===== src/lod_select_regs.svh =====
`ifndef LOD_SELECT_REGS_SVH
`define LOD_SELECT_REGS_SVH

// ==========================================================================
// Register offsets (byte addresses on the APB port).
// ==========================================================================
`define LOD_CTRL_OFS 12'h000
`define LOD_BIAS_OFS 12'h004
`define LOD_LIMIT_OFS 12'h008
`define LOD_LEVEL_OFS 12'h00c
`define LOD_RESULT_OFS 12'h010
`define LOD_MISS_CNT_OFS 12'h014

// ==========================================================================
// Control register field positions.
// ==========================================================================
`define CTRL_PRECLAMP_EN_BIT 0
`define CTRL_PRECLAMP_API_BIT 1
`define CTRL_MAG_CLAMP_BIT 2
`define CTRL_MIP_LSB 4
`define CTRL_MAG_LSB 8
`define CTRL_MIN_LSB 12
`define CTRL_MONO_LSB 16

// ==========================================================================
// Reset values and fixed-point constants.
// ==========================================================================
`define CTRL_RESET 32'h0000_0000
`define BIAS_RESET 32'h0000_0000
`define LIMIT_RESET 32'h0e00_0000
`define LEVEL_RESET 32'h0000_0000
`define LOD_HALF 14'sh0080
`define LOD_ONE 14'sh0100

`endif


===== src/lod_select_pkg.sv =====
package lod_select_pkg;

  // Inter-level filter modes.
  typedef enum logic [1:0] {
    MIP_NONE = 2'h0,
    MIP_NEAREST = 2'h1,
    MIP_LINEAR = 2'h2
  } mip_filter_t;

  // Intra-level filter types.
  typedef enum logic [2:0] {
    FILT_POINT = 3'h0,
    FILT_LINEAR = 3'h1,
    FILT_ANISO = 3'h2,
    FILT_MONO = 3'h3,
    FILT_INVALID = 3'h7
  } map_filter_t;

  // Surface kinds.
  typedef enum logic [2:0] {
    SURF_1D = 3'h0,
    SURF_2D = 3'h1,
    SURF_3D = 3'h2,
    SURF_CUBE = 3'h3,
    SURF_BUFFER = 3'h4
  } surf_kind_t;

  // Message kinds.
  typedef enum logic [1:0] {
    MSG_PLAIN = 2'h0,
    MSG_BIASED = 2'h1,
    MSG_EXPLICIT = 2'h2,
    MSG_LOAD = 2'h3
  } msg_kind_t;

  // Pipeline stage states (one-hot).
  typedef enum logic [1:0] {
    ST_IDLE = 2'b01,
    ST_HOLD = 2'b10
  } out_state_t;

endpackage


===== src/texture_lod_select.sv =====
`timescale 1ns/1ps
`include "lod_select_regs.svh"
// Overview of operation
// RQ1 - Total bias is state plus message bias.
// RQ2 - Bias is always added, never gated.
// RQ3 - Bias precedes clamping and min/mag decision.
// RQ4 - Pre-clamp only when its enable is set.
// RQ5 - Pre-clamp uses integer and fractional limit bits.
// RQ6 - Software keeps needed mip levels resident.
// RQ7 - Limit fractions cap boundary level weight.
// RQ8 - Base offset subtracted for min/mag decision.
// RQ9 - Non-positive level means magnify at level zero.
// RQ10 - Positive level minifies using inter-level filter.
// RQ11 - Build adjusted limits from counts and minimums.
// RQ12 - Flag miss when resource minimum exceeds count.
// RQ13 - Message kind chooses how level is formed.
// RQ14 - API pre-clamp uses adjusted limits.
// RQ15 - No-mip path clamps zero to rounded limits.
// RQ16 - Nearest mip rounds clamped level to one.
// RQ17 - Linear mip gives floor, next, and fraction.
// RQ18 - Range miss zeroes level and substitutes texels.
// RQ19 - Minify or magnify select picks intra filter.
// RQ20 - Point filter reads the single nearest texel.
// RQ21 - Linear reads 2, 4 or 8 texels.
// RQ22 - Anisotropic takes 2x2 subpixels along major axis.
// RQ23 - Monochrome only on planar one-bit format.
// RQ24 - Results register aligned with each request.
//
// Fixed point: levels are S5.8 held in 14 bits, 8 fraction bits.
// One register stage: a result follows its request by one edge.
// A state write lands between requests, never inside one.
// Level outputs carry the integer part; blend carries the fraction.
// Unsupported filter and surface pairs come out as code seven.
module texture_lod_select #(
  parameter int FRAC_W = 8
) (
  input wire logic clk,
  input wire logic srst,
  input wire logic psel,
  input wire logic penable,
  input wire logic pwrite,
  input wire logic [11:0] paddr,
  input wire logic [31:0] pwdata,
  output logic [31:0] prdata,
  output logic pready,
  output logic pslverr,
  input wire logic reqValid,
  input wire logic [13:0] reqLevel,
  input wire logic [13:0] reqMsgBias,
  input wire logic [1:0] reqMsgKind,
  input wire logic [12:0] reqPerSampleMin,
  input wire logic [2:0] reqSurfKind,
  input wire logic reqMonoFormat,
  input wire logic reqHasAlpha,
  output logic outValid,
  output logic [3:0] outLevel0,
  output logic [3:0] outLevel1,
  output logic [7:0] outBlend,
  output logic outTwoLevels,
  output logic outMagnify,
  output logic outRangeMiss,
  output logic [2:0] outFilter,
  output logic [3:0] outTexelCount,
  output logic outTexelsZero,
  output logic outAlphaOne
);

  // ========================================================================
  // APB register file.
  // ========================================================================
  // Stored sampler and surface state.
  logic [31:0] ctrl_q;
  logic [31:0] bias_q;
  logic [31:0] limit_q;
  logic [31:0] level_q;
  logic [31:0] missCnt_q;
  logic [31:0] lastResult_q;
  logic apbWrite;
  logic apbAccess;
  logic addrHit;

  // Access phase decode; setup only launches the answer.
  assign apbAccess = psel && penable;
  assign apbWrite = apbAccess && pwrite;

  // Software writes land only in the access phase, which takes one cycle.
  // Read-only offsets fall to the default, so software cannot corrupt them.
  always_ff @(posedge clk) begin
    if (srst) begin
      ctrl_q <= `CTRL_RESET;
      bias_q <= `BIAS_RESET;
      limit_q <= `LIMIT_RESET;
      level_q <= `LEVEL_RESET;
    end else if (apbWrite) begin
      unique case (paddr)
        `LOD_CTRL_OFS: ctrl_q <= pwdata;
        `LOD_BIAS_OFS: bias_q <= pwdata;
        `LOD_LIMIT_OFS: limit_q <= pwdata;
        `LOD_LEVEL_OFS: level_q <= pwdata;
        default: ;
      endcase
    end
  end

  // Unmapped offsets answer with an error and drop the write.
  always_comb begin
    addrHit = 1'b1;
    unique case (paddr)
      `LOD_CTRL_OFS, `LOD_BIAS_OFS, `LOD_LIMIT_OFS, `LOD_LEVEL_OFS,
      `LOD_RESULT_OFS, `LOD_MISS_CNT_OFS: addrHit = 1'b1;
      default: addrHit = 1'b0;
    endcase
  end

  // Read data and ready are registered at the end of setup; the answer is there in the first access cycle.
  // Zero wait states, so the slave needs no wait logic.
  always_ff @(posedge clk) begin
    if (srst) begin
      prdata <= 32'h0000_0000;
      pready <= 1'b0;
      pslverr <= 1'b0;
    end else begin
      pready <= psel && !penable;
      pslverr <= psel && !penable && !addrHit;
      prdata <= 32'h0000_0000;
      if (psel && !penable && !pwrite) begin
        unique case (paddr)
          `LOD_CTRL_OFS: prdata <= ctrl_q;
          `LOD_BIAS_OFS: prdata <= bias_q;
          `LOD_LIMIT_OFS: prdata <= limit_q;
          `LOD_LEVEL_OFS: prdata <= level_q;
          `LOD_RESULT_OFS: prdata <= lastResult_q;
          `LOD_MISS_CNT_OFS: prdata <= missCnt_q;
          default: prdata <= 32'h0000_0000;
        endcase
      end
    end
  end

  // ========================================================================
  // Field extraction.
  // ========================================================================
  // Decoded state fields; levels and limits in the S5.8 working format.
  logic preclampEnable;
  logic preclampApiStyle;
  logic magnifyClampNoMip;
  lod_select_pkg::mip_filter_t interLevelFilter;
  logic [1:0] magnifySelect;
  logic [1:0] minifySelect;
  logic [13:0] biasStateValue;
  logic [13:0] minLevelLimit;
  logic [13:0] maxLevelLimit;
  logic [13:0] baseLevelOffset;
  logic [3:0] mipLevelCount;
  logic [3:0] surfaceMinLevel;
  logic [13:0] resourceMinLevel;

  // Control bits.
  assign preclampEnable = ctrl_q[`CTRL_PRECLAMP_EN_BIT];
  assign preclampApiStyle = ctrl_q[`CTRL_PRECLAMP_API_BIT];
  assign magnifyClampNoMip = ctrl_q[`CTRL_MAG_CLAMP_BIT];
  assign interLevelFilter = lod_select_pkg::mip_filter_t'(ctrl_q[`CTRL_MIP_LSB +: 2]);
  assign magnifySelect = ctrl_q[`CTRL_MAG_LSB +: 2];
  assign minifySelect = ctrl_q[`CTRL_MIN_LSB +: 2];
  // Bias is S4.8, sign-extended to the 14-bit working width.
  assign biasStateValue = {bias_q[12], bias_q[12:0]};
  // Limits are U4.8 in the low and high halves of the limit register.
  assign minLevelLimit = {2'b00, limit_q[11:0]};
  assign maxLevelLimit = {2'b00, limit_q[27:16]};
  // Base offset is U4.1; a shift by seven puts its half step at bit seven.
  assign baseLevelOffset = {2'b00, level_q[4:0], 7'h00};
  // Count and minimums share the level register.
  assign mipLevelCount = level_q[11:8];
  assign surfaceMinLevel = level_q[15:12];
  assign resourceMinLevel = {2'b00, level_q[27:16]};

  // Signed helpers; limits are never negative, levels may be.
  function automatic logic signed [13:0] smax(input logic signed [13:0] a,
                                              input logic signed [13:0] b);
    smax = (a > b) ? a : b;
  endfunction

  // Lower of two signed levels.
  function automatic logic signed [13:0] smin(input logic signed [13:0] a,
                                              input logic signed [13:0] b);
    smin = (a < b) ? a : b;
  endfunction

  // Clearing the fraction rounds negative levels down.
  function automatic logic signed [13:0] floorLvl(input logic signed [13:0] a);
    floorLvl = {a[13:FRAC_W], {FRAC_W{1'b0}}};
  endfunction

  // Rounds up only when a fraction bit is set.
  function automatic logic signed [13:0] ceilLvl(input logic signed [13:0] a);
    ceilLvl = (a[FRAC_W-1:0] == '0) ? a : 14'(floorLvl(a) + `LOD_ONE);
  endfunction

  // ========================================================================
  // Limit adjustment and range check.
  // ========================================================================
  // Adjusted limits follow the stored state every cycle.
  logic signed [13:0] minLimRaised;
  logic signed [13:0] cntFixed;
  logic signed [13:0] adjustedMaxLevel;
  logic signed [13:0] adjustedMinLevel;
  logic signed [13:0] resMinLessSurf;
  logic resourceRangeMiss;

  always_comb begin
    // The count is an integer; it gains eight fraction bits.
    cntFixed = {2'b00, mipLevelCount, 8'h00};
    // Per-sample minimum raises the limit first.
    minLimRaised = smax(minLevelLimit, {1'b0, reqPerSampleMin}); // [RQ11]
    adjustedMaxLevel = smin(maxLevelLimit, cntFixed); // [RQ11]
    resMinLessSurf = 14'(resourceMinLevel - {2'b00, surfaceMinLevel, 8'h00});
    adjustedMinLevel = smax(smin(minLimRaised, cntFixed), resMinLessSurf); // [RQ11]
    // A resource minimum past the count is flagged, not clamped,
    // so software can see and count it.
    resourceRangeMiss = resMinLessSurf > cntFixed; // [RQ12]
  end

  // ========================================================================
  // Bias, pre-clamp, min/mag decision and level selection.
  // ========================================================================
  // The level as it leaves each stage.
  logic signed [13:0] biasedLevel;
  logic signed [13:0] clampedLevel;
  logic signed [13:0] finalLevel;
  logic signed [13:0] roundedLevel;
  logic magnifyMode;
  logic twoLevels;
  logic [7:0] blendFactor;

  always_comb begin
    // Bias is added unconditionally and ahead of every clamp. [RQ2] [RQ3]
    unique case (lod_select_pkg::msg_kind_t'(reqMsgKind))
      lod_select_pkg::MSG_BIASED:
        biasedLevel = 14'(reqLevel + biasStateValue + reqMsgBias); // [RQ1] [RQ13]
      lod_select_pkg::MSG_EXPLICIT, lod_select_pkg::MSG_LOAD:
        biasedLevel = 14'(biasStateValue + reqLevel); // [RQ13]
      default:
        biasedLevel = 14'(reqLevel + biasStateValue); // [RQ13]
    endcase
    // Pre-clamp is optional; the later clamps always apply.
    clampedLevel = biasedLevel;
    if (preclampEnable) begin // [RQ4]
      if (preclampApiStyle) begin
        clampedLevel = smax(smin(biasedLevel, adjustedMaxLevel), adjustedMinLevel); // [RQ14]
      end else begin
        clampedLevel = smax(smin(biasedLevel, maxLevelLimit), minLimRaised); // [RQ5] [RQ14]
      end
    end
    // The base offset moves only the crossover, not the level.
    magnifyMode = $signed(14'(clampedLevel - baseLevelOffset)) <= 0; // [RQ8] [RQ9]
    twoLevels = 1'b0;
    blendFactor = 8'h00;
    roundedLevel = '0;
    if ((magnifyMode && magnifyClampNoMip) || interLevelFilter == lod_select_pkg::MIP_NONE) begin
      // Magnified access with the clamp bit set, or unmipped access, falls back to level zero, then clamps. [RQ9] [RQ15]
      finalLevel = smax(smin(14'sh0000, ceilLvl(adjustedMaxLevel)),
                        floorLvl(adjustedMinLevel));
    end else if (interLevelFilter == lod_select_pkg::MIP_NEAREST) begin // [RQ10]
      roundedLevel = smax(smin(clampedLevel, ceilLvl(adjustedMaxLevel)),
                          floorLvl(adjustedMinLevel));
      finalLevel = floorLvl(14'(roundedLevel + `LOD_HALF)); // [RQ16]
    end else begin
      // Fractional limits cap the boundary level's weight through this clamp. [RQ7]
      finalLevel = smax(smin(clampedLevel, adjustedMaxLevel), adjustedMinLevel); // [RQ17]
      blendFactor = finalLevel[FRAC_W-1:0]; // [RQ17]
      twoLevels = 1'b1; // [RQ10]
    end
    // A miss overrides every path.
    if (resourceRangeMiss) begin
      finalLevel = '0; // [RQ18]
      blendFactor = 8'h00;
      twoLevels = 1'b0;
    end
  end

  // ========================================================================
  // Intra-level filter selection and texel footprint.
  // ========================================================================
  // An unsupported filter and surface pair reads as invalid,
  // so the fetch stage refuses it instead of degrading.
  lod_select_pkg::map_filter_t filterType;
  logic [3:0] texelCount;

  always_comb begin
    // The chosen select also governs layer filtering on volumes. [RQ19]
    filterType = lod_select_pkg::map_filter_t'({1'b0, magnifyMode ? magnifySelect : minifySelect});
    texelCount = 4'h1; // [RQ20]
    unique case (filterType)
      lod_select_pkg::FILT_LINEAR: begin
        unique case (lod_select_pkg::surf_kind_t'(reqSurfKind))
          lod_select_pkg::SURF_1D: texelCount = 4'h2; // [RQ21]
          lod_select_pkg::SURF_3D: texelCount = 4'h8; // [RQ21]
          lod_select_pkg::SURF_BUFFER: filterType = lod_select_pkg::FILT_INVALID; // [RQ21]
          default: texelCount = 4'h4; // [RQ21]
        endcase
      end
      lod_select_pkg::FILT_ANISO: begin
        // Each subpixel footprint is a 2x2 bilinear block. [RQ22]
        texelCount = 4'h4;
        if (reqSurfKind == lod_select_pkg::SURF_BUFFER || reqSurfKind == lod_select_pkg::SURF_3D)
          filterType = lod_select_pkg::FILT_INVALID; // [RQ22]
      end
      lod_select_pkg::FILT_MONO: begin
        // Block size comes from software as is.
        texelCount = ctrl_q[`CTRL_MONO_LSB +: 4];
        if (reqSurfKind != lod_select_pkg::SURF_2D || !reqMonoFormat)
          filterType = lod_select_pkg::FILT_INVALID; // [RQ23]
      end
      default: texelCount = 4'h1; // [RQ20]
    endcase
  end

  // ========================================================================
  // Output register stage.
  // ========================================================================
  // Results hold between requests; outValid marks a new one.

  // Every result is captured one edge after its request is issued. [RQ24]
  always_ff @(posedge clk) begin
    if (srst) begin
      outValid <= 1'b0;
      outLevel0 <= 4'h0;
      outLevel1 <= 4'h0;
      outBlend <= 8'h00;
      outTwoLevels <= 1'b0;
      outMagnify <= 1'b0;
      outRangeMiss <= 1'b0;
      outFilter <= 3'h0;
      outTexelCount <= 4'h0;
      outTexelsZero <= 1'b0;
      outAlphaOne <= 1'b0;
    end else begin
      outValid <= reqValid;
      if (reqValid) begin
        outLevel0 <= finalLevel[11:8]; // [RQ24]
        outLevel1 <= twoLevels ? 4'(finalLevel[11:8] + 4'h1) : finalLevel[11:8]; // [RQ17]
        outBlend <= blendFactor;
        outTwoLevels <= twoLevels;
        outMagnify <= magnifyMode;
        outRangeMiss <= resourceRangeMiss;
        outFilter <= filterType;
        outTexelCount <= texelCount;
        // A miss replaces fetches with zero texels, alpha one if absent. [RQ18]
        outTexelsZero <= resourceRangeMiss;
        outAlphaOne <= resourceRangeMiss && !reqHasAlpha;
      end
    end
  end

  // Last result and a saturating miss counter are visible to software.
  // Saturating keeps a long run from reading as few misses.
  always_ff @(posedge clk) begin
    if (srst) begin
      lastResult_q <= 32'h0000_0000;
      missCnt_q <= 32'h0000_0000;
    end else if (reqValid) begin
      // Packed copy of the level, flag, filter and blend port fields for software.
      lastResult_q <= {8'h00, blendFactor, 1'b0, filterType, resourceRangeMiss,
                       magnifyMode, twoLevels, 1'b0, 4'h0, finalLevel[11:8]};
      if (resourceRangeMiss && missCnt_q != 32'hffff_ffff)
        missCnt_q <= missCnt_q + 32'h0000_0001; // [RQ12]
    end
  end

endmodule // texture_lod_select


===== config.mk =====
export PLATFORM = sky130hd
export DESIGN_NAME = texture_lod_select
export DESIGN_NICKNAME = d
export VERILOG_FILES = /design/src/lod_select_pkg.sv /design/src/texture_lod_select.sv
export VERILOG_INCLUDE_DIRS = /design/src /design/src/src
export SDC_FILE = /design/constraint.sdc
export NUM_CORES = 1
export LEC_CHECK = 0
export ABC_CLOCK_PERIOD_IN_PS = 19750
export BUFFER_PORTS_ARGS = -buffer_cell sky130_fd_sc_hd__clkbuf_2
export CAP_MARGIN = 20
export CORE_ASPECT_RATIO = 1.75
export CORE_UTILIZATION = 32
export CTS_CLUSTER_DIAMETER = 40
export DETAILED_ROUTE_END_ITERATION = 16
export PLACE_DENSITY_LB_ADDON = 0.25
export SLEW_MARGIN = 5
export SYNTH_ARGS = -nofsm -noshare
export SYNTH_HDL_FRONTEND = slang
export SYNTH_SLANG_ARGS = --single-unit
export TNS_END_PERCENT = 1

===== constraint.sdc =====
create_clock -name clk -period 19.75 [get_ports clk]
set_clock_uncertainty 0.15 [all_clocks]
set_input_delay 3.95 -clock clk [delete_from_list [all_inputs] [get_ports clk]]
set_output_delay 3.95 -clock clk [all_outputs]
set_load 0.01 [all_outputs]

# Word-level counts from Yosys, hierarchy flattened
# Cells that the tools add are included.
[totals] wordCells=122 output_inout_bits=63 reg_bits=240 input_bits=98
[op_classes] eq_ne=14 n_bitwise=1 order_cmp=16 reduce_logical=27 n_addsub=8 n_mux=37
[ops] operator="case mux 32 bit (6 select lines)" count=1
[ops] operator="two-way mux 14 bit" count=10
[ops] operator="two-way mux 12 bit" count=7
[ops] operator="greater-than comparator 14 bit" count=5
[ops] operator="two-way mux 13 bit" count=4
[ops] operator="< comparator 14 x 13 -> 1 bit" count=3
[ops] operator="adder 32 x 1 -> 32 bit (second input constant)" count=1
[ops] operator="!= test 32 bit (second input constant)" count=1
[ops] operator="adder 14 bit" count=2
[ops] operator="== test 12 x 4 -> 1 bit (second input constant)" count=2
[ops] operator="== test 12 x 5 -> 1 bit (second input constant)" count=2
[ops] operator="two-way mux 8 bit" count=3
[ops] operator="case mux 4 bit (3 select lines)" count=2
[ops] operator="greater-than comparator 14 x 13 -> 1 bit" count=1
[ops] operator="less-or-equal comparator 14 x 1 -> 1 bit (second input constant)" count=1
[ops] operator="< comparator 1 x 14 -> 1 bit (first input constant)" count=1
[ops] operator="< comparator 14 bit" count=1
[ops] operator="subtractor 14 x 12 -> 14 bit" count=1
[ops] operator="adder 12 x 9 -> 13 bit (second input constant)" count=1
[ops] operator="greater-than comparator 12 x 13 -> 1 bit" count=1
[ops] operator="greater-than comparator 13 bit" count=1
[ops] operator="< comparator 13 x 12 -> 1 bit" count=1
[ops] operator="subtractor 12 x 12 -> 13 bit" count=1
[ops] operator="adder 12 x 9 -> 12 bit (second input constant)" count=1
[ops] operator="24 further kinds" count=49

# Longest topological paths before layout
# Gate-level depths: netlist of the first run.
[depth] word_depth=20 mapped_depth=82 depth_no_buf=77

# Worst setup path before layout of the first run
# OpenSTA, ideal clock, no wires.
[synth_timing] path_kind="input-to-reg" start="input port reqPerSampleMin[10]" end="register outLevel1[2]" arrival_ps=16836 required_ps=19509 path_slack_ps=2673 n_path_buf=6 path_stages=72 path_cell_list="inv_1 > ha_1 > nand4b_4 > or2_1 > a31oi_1 > o21ba_2 > buf_6 > buf_2 > mux2_2 > ha_1 > a21oi_1 > o211ai_1 > o311ai_1 > mux2_2 > ha_1 > and3_4 > a221o_1 > and2_1 > (+36 left out) > a2111oi_0 > mux2i_1 > nand2_1 > inv_1 > o31ai_2 > nand2_1 > nor2_1 > a21oi_1 > ha_1 > nand3_1 > a211oi_1 > a221oi_2 > inv_1 > ha_1 > or3_1 > a21oi_1 > a31oi_1 > a311oi_1"
[synth_between] elab_chain_cells=20
[synth_lines] item="start, declared" line="texture_lod_select.sv:51" rtl="input wire logic [12:0] reqPerSampleMin,"
[synth_lines] item="greater-than comparator 12 x 13 -> 1 bit" line="texture_lod_select.sv:180" rtl="smax = (a > b) ? a : b;"
[synth_lines] item="two-way mux 13 bit *" line="texture_lod_select.sv:180"
[synth_lines] item="< comparator 13 x 12 -> 1 bit" line="texture_lod_select.sv:186" rtl="smin = (a < b) ? a : b;"
[synth_lines] item="two-way mux 13 bit" line="texture_lod_select.sv:186"
[synth_lines] item="greater-than comparator 14 x 13 -> 1 bit" line="texture_lod_select.sv:180"
[synth_lines] item="two-way mux 14 bit" line="texture_lod_select.sv:180"
[synth_lines] item="greater-than comparator 14 bit" line="texture_lod_select.sv:180"
[synth_lines] item="two-way mux 14 bit" line="texture_lod_select.sv:180"
[synth_lines] item="(+5 left out)"
[synth_lines] item="two-way mux 12 bit" line="texture_lod_select.sv:180"
[synth_lines] item="adder 12 x 9 -> 12 bit (no line)"
[synth_lines] item="two-way mux 12 bit" line="texture_lod_select.sv:263" rtl="end else if (interLevelFilter == lod_select_pkg::MIP_NEAREST) begin"
[synth_lines] item="two-way mux 12 bit *" line="texture_lod_select.sv:259" rtl="if ((magnifyMode && magnifyClampNoMip) || interLevelFilter == lod_select_pkg::MIP_NONE) begin"
[synth_lines] item="two-way mux 12 bit *" line="texture_lod_select.sv:274" rtl="if (resourceRangeMiss) begin"
[synth_lines] item="via finalLevel[8]" line="texture_lod_select.sv:229" rtl="logic signed [13:0] finalLevel;"
[synth_lines] item="adder 4 x 1 -> 4 bit *" line="texture_lod_select.sv:341" rtl="outLevel1 <= twoLevels ? 4'(finalLevel[11:8] + 4'h1) : finalLevel[11:8];"
[synth_lines] item="two-way mux 4 bit *" line="texture_lod_select.sv:341"
[synth_lines] item="end signal, assigned" line="texture_lod_select.sv:341"
[synth_lines] item="end, declared" line="texture_lod_select.sv:57" rtl="output logic [3:0] outLevel1,"
# The timed path passes the listed nets; every way through them passes the cells marked *.
# A chain may end at the register's enable or synchronous reset.

# Worst setup path in the final report of the first run
[layout_timing] start="input port reqPerSampleMin[8]" end="register outLevel1[2]"
# The elaborated chain is that of the path after synthesis.

==> results of run 1 <==
placed cells by master, fill, tap and decap left out, types with 6 or more instances in the layout:
cell type	n
conb_1	19
o21ai_0	86
o31ai_1	6
a211oi_1	17
xor2_1	27
dfxtp_1	222
inv_1	98
clkbuf_2	159
a211o_1	6
xnor2_1	32
mux2i_1	55
a31oi_1	12
o21a_1	19
a21oi_1	288
mux2_2	15
or3_1	15
and3_1	16
nand2_1	370
a311oi_1	7
o211ai_1	22
ha_1	173
a21o_1	40
and4_1	7
nand3_1	42
nor2b_1	27
a22oi_1	29
and2_1	7
nand4_1	16
a222oi_1	17
o211a_1	6
nor2_1	169
buf_4	31
nor3_1	22
clkbuf_16	21
nand2b_1	26
nor4_1	9
worst max-delay path, delay by kind of cell:
family                     cells  cell delay [ns]
AOI/OAI and AO/OA             34             7.49
adders and majority gates      9             2.76
buffers and inverters          6             0.80
muxes                          4             1.29
and+or+nand+nor               18             2.52
cells by family after synthesis:
kind of cell | after synthesis | share of synthesized area
mux | 71 | 0.0446
fa+ha+maj | 177 | 0.137
flops | 222 | 0.272
buf+inv | 214 | 0.0510
other cells | 2 | 0.000459
xor+xnor | 60 | 0.0326
compound gates | 636 | 0.250
simple gates | 766 | 0.213
metal layers:
metal	part of all wire	wire (um)	vias to the layer above	track usage
met2	0.51	34300	565	0.471
met3	0.040	2720	195	0.0195
li1	-	-	7889	-
met5	0.00019	13	-	0
met1	0.36	24400	7878	0.258
met4	0.090	6110	2	0.204
final timing paths:
| path | to | slack [ns] | cells after the start |
|---|---|---|---|
| setup / recovery | outLevel1[2]$_SDFFE_PP0P_ | 1.14 | 71 |
| hold / removal | bias_q[13]$_SDFFE_PP0P_ | 0.30 | 2 |
| setup reg to reg | outLevel1[2]$_SDFFE_PP0P_ | 4.34 | 69 |
| hold reg to reg | bias_q[13]$_SDFFE_PP0P_ | 0.30 | 2 |
registers in the layout (all words and copies together), names as in the netlist:
name and count:
outLevel0 3, outFilter 2, pready 1, missCnt_q 32
lastResult_q 5, outValid 1, prdata 32, outAlphaOne 1
bias_q 32, limit_q 32, outTexelCount 4, level_q 32
outLevel1 4, outBlend 8, pslverr 1, ctrl_q 32
power by group:
part / internal, mW / total (mW) / switching, mW / leakage (nW)
Clock: 0.248 / 0.432 / 0.184 / 0.340
Sequential: 0.449 / 0.451 / 0.00225 / 1.79
Combinational: 0.118 / 0.315 / 0.197 / 5.12
Total: 0.814 / 1.20 / 0.383 / 7.25
per-stage QoR:
| step | instance area [um^2] | cells | power, mW |
|---|---|---|---|
| finish | 18600 | 2948 | 1.20 |
| global route | 18600 | 2948 | 1.25 |
| CTS | 18600 | 2945 | 1.20 |
| detailed placement | 17900 | 2909 | 0.769 |
| global placement | 17900 | 2909 | 0.765 |
| floorplan | 16400 | 2165 | 0.675 |
cells in the mapped netlist (6+ instances only):
master      n  area [um^2]
nand2_1   370         1390
nand3_1    43          215
mux2i_1    56          561
a21o_1     40          300
nand4_1    16          100
o211ai_1   22          165
nand2b_1   26          163
nor4_1     10         62.6
mux2_2     15          169
o211a_1     6         60.1
ha_1      173         2160
nor2_1    169          634
and3_1     17          106
or3_1      15         93.8
nor2b_1    27          169
clkbuf_1  100          375
a31oi_1    13         81.3
a211o_1     6         52.6
inv_1      98          368
and2_1      7         43.8
o21ai_0    86          430
a222oi_1   17          170
and4_1      7         61.3
nor3b_1     6         45.0
xnor2_1    32          280
o31ai_1     6         45.0
dfxtp_1   222         4440
xor2_1     27          236
a211oi_1   17          128
a311oi_1    7         61.3
o21a_1     19          143
a22oi_1    29          218
nor3_1     24          120
a21oi_1   288         1440
final cells by class:
type / count / share of cell area
Antenna cell: 1 / 0.000134
Multi-Input combinational cell: 1730 / 0.602
Sequential cell: 222 / 0.239
Inverter: 101 / 0.0204
Timing Repair Buffer: 192 / 0.0565
Clock buffer: 28 / 0.0312
Tap cell: 666 / 0.0447
Clock inverter: 8 / 0.00685
==> flow_metrics.env, run 1 <==
export IMPL_cpMaxStageDelayCell="o41a_2"
export IMPL_multi_input_area_um2=11200
export IMPL_grt_overflow_total=0
export IMPL_min_period_ns=18.61
export IMPL_nFillCells=5422
export IMPL_fp_dieW_um=173
export IMPL_yosys_most_used_dff="dfxtp_1"
export IMPL_required_ns=20.01
export IMPL_period_share=0.942
export IMPL_drv_cap=0
export IMPL_grt_pass1_vias=16060
export IMPL_hpwl_um=52200
export IMPL_syn_area_per_cell_um2=7.61
export IMPL_ir_worst_vdd_mv=0.0838
export IMPL_ios=161
export IMPL_ff_latch_area_um2=4440
export IMPL_leakage_nw=7.25
export IMPL_drtPass1Iterations=8
export IMPL_cts_tree="done"
export IMPL_async_flop_share=0
export IMPL_io_buffers=160
export IMPL_core_region_area_um2=50500
export IMPL_cts_resized=0
export IMPL_rsz0062_at_grt="false"
export IMPL_ys_seq_area_frac=0.272
export IMPL_syn2layout_area_growth_pct=13.9
export IMPL_critPathMaxStageDelay_ns=0.57
export IMPL_cts_sinks=222
export IMPL_post_cts_repair_setup_buffers=0
export IMPL_grt_usage=0.252
export IMPL_worst_slack_ns=1.14
export IMPL_status="finished clean"
export IMPL_finalSetupViolations=0
export IMPL_cpMostUsedCell="ha_1"
export IMPL_vias=16529
export IMPL_place_gp_congestion=0.931
export IMPL_finalSetupTns_ns=0
export IMPL_ys_ff_latch=222
export IMPL_drtAntennaViolNets=0
export IMPL_worstPathArrival_ns=18.87
export IMPL_grt_pass1_wl_um=99500
export IMPL_fp_dieArea_um2=52100
export IMPL_cts_buffer_depth=3
export IMPL_crit_start="reqPerSampleMin[8]"
export IMPL_start_kind="primary input"
export IMPL_drt_wl_total_um=67600
export IMPL_clk_latency_ns=0.52
export IMPL_fin_nets=2543
export IMPL_synth_cell_type_count=101
export IMPL_p_per_area_nw_per_um2=64.3
export IMPL_ys_warnings_count=0
export IMPL_wire_per_inst_um=22.9
export IMPL_netlist_instances=2148
export IMPL_worst_setup_path_end_kind="register"
export IMPL_die_y_um=301
export IMPL_placementRows=109
export IMPL_worstHoldStart="bias_q[13]$_SDFFE_PP0P_"
export IMPL_max_slew_margin_rel=0.232
export IMPL_hold_ws_ns=0.302
export IMPL_final_layout_size_suffix_gt1_frac=0.127
export IMPL_drtIter0Drc=1164
export IMPL_slew_viol_final=0
export IMPL_syn_cell_area_um2=16400
export IMPL_path_max_fanout=22
export IMPL_start_util=0.324
export IMPL_post_drt_via_cell_ratio=5.61
export IMPL_root_buffer="clkbuf_16"
export IMPL_worstSetupPathType="in2reg"
export IMPL_synth_edf_count=0
export IMPL_pre_cts_ws_ns=0.526
export IMPL_clk_pin_slew_ns=0.06
export IMPL_finalCoreUtilization=0.369
export IMPL_min_path_type="reg2reg"
export IMPL_antenna_found_initial=2
export IMPL_fmax_mhz=53.7
export IMPL_htreeDepth=1
export IMPL_tightest_slew_ns=1.14
export IMPL_r2r_start="limit_q[8]$_SDFFE_PP0P_"
export IMPL_grt_max_degree=98
export IMPL_numCtsBuffers=21
export IMPL_hold_viol=0
export IMPL_ctsHoldBuffers=0
export IMPL_drc_errors=0
No activity file was read; power rests on OpenSTA's default activity.
==> inputs of run 2 (changes only) <==
--- a/config.mk
+++ b/config.mk
@@ -10,10 +10,10 @@
 export BUFFER_PORTS_ARGS = -buffer_cell sky130_fd_sc_hd__clkbuf_2
 export CAP_MARGIN = 20
 export CORE_ASPECT_RATIO = 1.75
+export CORE_MARGIN = 2
 export CORE_UTILIZATION = 32
 export CTS_CLUSTER_DIAMETER = 40
 export DETAILED_ROUTE_END_ITERATION = 16
-export PLACE_DENSITY_LB_ADDON = 0.25
 export SLEW_MARGIN = 5
 export SYNTH_ARGS = -nofsm -noshare
 export SYNTH_HDL_FRONTEND = slang
==> run 2 against run 1 <==
Net effect:
- global-route usage fell by 0.27 points
- fmax fell by 0.21%
- register-to-register slack got worse by 0.02 ns
- routed wire length rose by 0.13%
- cell count did not move
- sequential power barely moved
- setup slack got worse by 0.039 ns
- die area rose by 1.8%
- hold slack barely moved
- critical path type unchanged
- critical endpoint unchanged
==> flow_metrics.env, run 2 (synthesis gave the netlist of run 1 again) <==
export IMPL_grt_pass1_vias=16491
export IMPL_drc_errors=0
export IMPL_post_cts_repair_setup_buffers=0
export IMPL_cts_buffer_depth=3
export IMPL_fp_dieW_um=175
export IMPL_drtIter0Drc=1181
export IMPL_htreeDepth=1
export IMPL_min_period_ns=18.65
export IMPL_worst_setup_path_end_kind="register"
export IMPL_clk_pin_slew_ns=0.07
export IMPL_core_region_area_um2=50500
export IMPL_start_kind="primary input"
export IMPL_cpMaxStageDelayCell="a41oi_1"
export IMPL_antenna_found_initial=0
export IMPL_grt_pass1_wl_um=100000
export IMPL_vias=16623
export IMPL_finalSetupViolations=0
export IMPL_fmax_mhz=53.6
export IMPL_slew_viol_final=0
export IMPL_min_path_type="reg2reg"
export IMPL_wire_per_inst_um=22.9
export IMPL_layout_common_cells="nand2_1 (370), a21oi_1 (288), dfxtp_1 (222)"
export IMPL_finalSetupTns_ns=0
export IMPL_ios=161
export IMPL_drt_wl_total_um=67600
export IMPL_fp_dieArea_um2=53000
export IMPL_root_buffer="clkbuf_16"
export IMPL_grt_usage=0.250
export IMPL_antenna_cells=0
export IMPL_drtPass1Iterations=7
export IMPL_hpwl_um=52800
export IMPL_period_share=0.944
export IMPL_tightest_slew_ns=1.17
export IMPL_io_buffers=160
export IMPL_clk_latency_ns=0.52
export IMPL_grt_overflow_total=0
export IMPL_worstSetupPathType="in2reg"
export IMPL_cts_tree="done"
export IMPL_ctsHoldBuffers=0
export IMPL_syn2layout_area_growth_pct=13.4
export IMPL_nFillCells=5346
export IMPL_grt_max_degree=97
export IMPL_layout_commonest_cell="nand2_1"
export IMPL_path_max_fanout=22
export IMPL_p_per_area_nw_per_um2=62.2
export IMPL_critPathMaxStageDelay_ns=0.63
export IMPL_required_ns=20.02
export IMPL_max_slew_margin_rel=0.210
export IMPL_ir_worst_vdd_mv=0.0794
export IMPL_drtAntennaViolNets=0
export IMPL_worstPathArrival_ns=18.91
export IMPL_die_y_um=303
export IMPL_start_util=0.324
export IMPL_drv_cap=0
export IMPL_placementRows=109
export IMPL_place_gp_congestion=0.993
export IMPL_hold_viol=0
export IMPL_fin_nets=2544
export IMPL_worst_slack_ns=1.10
export IMPL_cts_sinks=222
export IMPL_pre_cts_ws_ns=0.617
export IMPL_final_layout_size_suffix_gt1_frac=0.129
export IMPL_post_drt_via_cell_ratio=5.64
export IMPL_leakage_nw=7.21
export IMPL_status="finished clean"
export IMPL_rsz0062_at_grt="false"
export IMPL_cpMostUsedCell="ha_1"
export IMPL_numCtsBuffers=19
-- run 2: per-layer routing --
metal  track usage  wire length, um  vias up
met5             0                0        -
met4         0.225             7070        0
met3        0.0198             3100      208
met2         0.453            33700      653
met1         0.256            23700     7882
li1              -                -     7880
-- run 2: critical path, delay by kind of cell --
family | cells | cell delay [ns]
adders and majority gates | 8 | 2.71
AOI/OAI and AO/OA | 34 | 7.95
and+or+nand+nor | 12 | 2.32
buffers and inverters | 5 | 1.10
muxes | 2 | 0.84
-- run 2: layout make-up --
| type | instances | area, um^2 | share of cell area |
|---|---|---|---|
| repair buffers | 196 | 1080 | 0.0581 |
| flip-flops and latches | 222 | 4440 | 0.240 |
| clock inverters | 9 | 85.1 | 0.00459 |
| clock buffers | 25 | 528 | 0.0285 |
| multi-input cells | 1729 | 11200 | 0.604 |
| inverters | 101 | 379 | 0.0204 |
| well taps | 666 | 833 | 0.0449 |
-- run 2: report_power, final --
group	internal (mW)	switching (mW)	total [mW]
combinational	0.118	0.200	0.318
clock	0.204	0.180	0.384
sequential	0.449	0.00227	0.451
total	0.771	0.382	1.15
-- run 2: what timing repair did --
action,4_1_cts,5_1_grt
endpoints found under the hold margin,0,0
gates resized for setup,0,4
setup endpoints to repair,0,2
-- run 2: path summary, 6_finish.rpt --
| kind | start | end | slack (ns) | depth (start not counted) |
|---|---|---|---|---|
| worst max-delay path | reqPerSampleMin[8] | outLevel1[2]$_SDFFE_PP0P_ | 1.10 | 61 |
| worst max register to register | limit_q[8]$_SDFFE_PP0P_ | outLevel1[2]$_SDFFE_PP0P_ | 4.32 | 59 |
| worst min register to register | bias_q[19]$_SDFFE_PP0P_ | bias_q[19]$_SDFFE_PP0P_ | 0.30 | 2 |
| worst min-delay path | bias_q[19]$_SDFFE_PP0P_ | bias_q[19]$_SDFFE_PP0P_ | 0.30 | 2 |
-- run 2: per-stage QoR --
step                hold WS (ns)  cells  utilization  power, mW  instance area (um^2)
floorplan                  0.281   2165            -      0.675                 16400
global placement           0.288   2913        0.355      0.769                 17900
detailed placement         0.293   2913        0.355      0.773                 17900
CTS                        0.303   2947        0.367       1.16                 18500
global route               0.316   2948        0.368       1.21                 18500
finish                     0.303   2948        0.368       1.15                 18500
==> inputs of run 3 (changes only) <==
--- a/config.mk
+++ b/config.mk
@@ -6,6 +6,7 @@
 export SDC_FILE = /design/constraint.sdc
 export NUM_CORES = 1
 export LEC_CHECK = 0
+export ABC_AREA = 1
 export ABC_CLOCK_PERIOD_IN_PS = 19750
 export BUFFER_PORTS_ARGS = -buffer_cell sky130_fd_sc_hd__clkbuf_2
 export CAP_MARGIN = 20
==> run 3 against run 2 <==
Net effect:
- via count is 0.10% higher
- setup slack improved by 2.0 ns
- synthesized area down 3.3%
- total power grew 7.5%
- hold slack worse by 0.0024 ns
- clock-buffer cell count grew 4
- cell count rose by 6.0%
- critical path type unchanged
- sequential share of layout area is 0.50 points higher
- combinational power down 6.6%
- sequential power about the same
==> flow_metrics.env, run 3 <==
export IMPL_finalSetupTns_ns=0
export IMPL_synth_cell_type_count=64
export IMPL_drt_wl_total_um=64800
export IMPL_core_region_area_um2=48700
export IMPL_finalCoreUtilization=0.373
export IMPL_ys_seq_area_frac=0.281
export IMPL_cpMaxStageDelayCell="o21ai_0"
export IMPL_ios=161
export IMPL_netlist_instances=2318
export IMPL_post_drt_via_cell_ratio=5.32
export IMPL_syn2layout_area_growth_pct=14.9
export IMPL_fin_nets=2730
export IMPL_syn_area_per_cell_um2=6.82
export IMPL_period_share=0.840
export IMPL_dp_cells=3082
export IMPL_required_ns=20.03
export IMPL_io_buffers=160
export IMPL_layout_common_cells="nand2_1 (409), inv_1 (305), nor2_1 (229)"
export IMPL_place_gp_congestion=0.986
export IMPL_drtIter0Drc=1105
export IMPL_synth_top_cells_by_area="dfxtp_1 (28%), ha_1 (14%), nand2_1 (9.7%), inv_1 (7.2%), a21oi_1 (6.9%)"
export IMPL_syn_cell_area_um2=15800
export IMPL_placementRows=107
export IMPL_ctsHoldBuffers=0
export IMPL_cts_tree="done"
export IMPL_synth_most_common_cell="nand2_1"
export IMPL_clk_latency_ns=0.57
export IMPL_hold_ws_ns=0.300
export IMPL_worstPathArrival_ns=16.88
export IMPL_synth_top_area_share=0.281
export IMPL_wire_per_inst_um=20.7
export IMPL_post_cts_repair_setup_buffers=0
export IMPL_total_power_mw=1.24
export IMPL_numCtsBuffers=25
export IMPL_final_cells=3125
export IMPL_start_kind="primary input"
export IMPL_fp_dieArea_um2=51300
export IMPL_fp_dieW_um=172
export IMPL_htreeDepth=1
export IMPL_p_per_area_nw_per_um2=68.2
export IMPL_synth_edf_count=0
export IMPL_path_max_fanout=19
export IMPL_layout_commonest_cell="nand2_1"
export IMPL_drc_errors=0
export IMPL_final_layout_size_suffix_gt1_frac=0.119
export IMPL_die_y_um=298
export IMPL_finalSetupViolations=0
export IMPL_worstSetupPathType="in2reg"
export IMPL_hpwl_um=52000
export IMPL_start_util=0.325
export IMPL_cpMostUsedCell="a21oi_1"
export IMPL_cts_resized=0
export IMPL_grt_usage=0.250
export IMPL_cts_buffer_depth=3
export IMPL_async_flop_share=0
export IMPL_status="finished clean"
export IMPL_vias=16640
export IMPL_antenna_found_initial=0
export IMPL_critPathMaxStageDelay_ns=0.63
export IMPL_synthTopCellsByCount="nand2_1 (410), inv_1 (305), nor2_1 (231)"
export IMPL_ys_warnings_count=0
export IMPL_fmax_mhz=60.2
export IMPL_slew_viol_final=0
export IMPL_ir_worst_vdd_mv=0.0633
export IMPL_clk_pin_slew_ns=0.06
export IMPL_max_slew_margin_rel=0.201
export IMPL_hold_viol=0
export IMPL_tightest_slew_ns=1.19
export IMPL_grt_max_degree=74
export IMPL_grt_overflow_total=0
export IMPL_nFillCells=5315
export IMPL_ys_ff_latch=222
export IMPL_drtAntennaViolNets=0
export IMPL_drtPass1Iterations=6
export IMPL_root_buffer="clkbuf_16"
export IMPL_drv_cap=0
export IMPL_min_path_type="reg2reg"
export IMPL_worst_setup_path_end_kind="register"
export IMPL_cts_sinks=222
export IMPL_grt_pass1_wl_um=97200
export IMPL_min_period_ns=16.60
export IMPL_rsz0062_at_grt="false"
export IMPL_yosysTopAreaCell="dfxtp_1"
export IMPL_grt_pass1_vias=16486
export IMPL_antenna_cells=0
export IMPL_yosys_most_used_dff="dfxtp_1"
export IMPL_leakage_nw=7.65
run 3: kinds of logic (layout without fill, tap and decap cells):
family / count (synthesis) / in the layout / share of synthesized area
XOR/XNOR: 28 / 28 / 0.0160
AO/OA/AOI/OAI: 628 / 628 / 0.233
flip-flops: 222 / 222 / 0.281
other: 2 / 19 / 0.000475
AND/OR/NAND/NOR: 842 / 842 / 0.227
adder cells (fa/ha/maj): 177 / 177 / 0.142
buffers and inverters: 419 / 555 / 0.101
run 3: metrics by stage:
step                setup slack, ns  instance area, um^2
floorplan                      4.91                15900
global placement               3.12                17300
detailed placement             2.71                17300
CTS                            3.27                18200
global route                   1.83                18200
finish                         3.15                18200
run 3: power breakdown:
group	switching (mW)	leakage (nW)	total, mW	internal, mW
Clock	0.207	0.407	0.490	0.283
Sequential	0.00317	1.79	0.453	0.450
Combinational	0.201	5.45	0.297	0.0963
Total	0.410	7.65	1.24	0.829
run 3: final cells by class:
cell class / count / area [um^2] / area share
inverters: 331 / 1240 / 0.0685
well taps: 654 / 818 / 0.0450
flip-flops and latches: 222 / 4440 / 0.245
multi-input cells: 1694 / 9850 / 0.542
repair buffers: 181 / 961 / 0.0529
clock buffers: 29 / 661 / 0.0364
clock inverters: 14 / 195 / 0.0107
run 3: critical path, delay by kind of cell:
family | cells | cell delay (ns)
compound gates | 27 | 4.87
fa+ha+maj | 11 | 3.43
simple gates | 24 | 2.56
buf+inv | 10 | 1.53
xor+xnor | 3 | 0.49
run 3: worst paths after layout:
kind / startpoint / endpoint / slack, ns / depth (start not counted)
min reg2reg: bias_q[26]$_SDFFE_PP0P_ / bias_q[26]$_SDFFE_PP0P_ / 0.30 / 2
max: reqLevel[0] / outLevel1[2]$_SDFFE_PP0P_ / 3.15 / 75
max reg2reg: bias_q[0]$_SDFFE_PP0P_ / outLevel1[2]$_SDFFE_PP0P_ / 6.31 / 74
min: bias_q[26]$_SDFFE_PP0P_ / bias_q[26]$_SDFFE_PP0P_ / 0.30 / 2
run 3: metal layers:
metal | track usage | vias up | share of wire
met5 | 0 | - | 0
met4 | 0.188 | 0 | 0.089
met3 | 0.0244 | 234 | 0.042
met2 | 0.464 | 571 | 0.52
met1 | 0.253 | 7716 | 0.35
li1 | - | 8119 | -
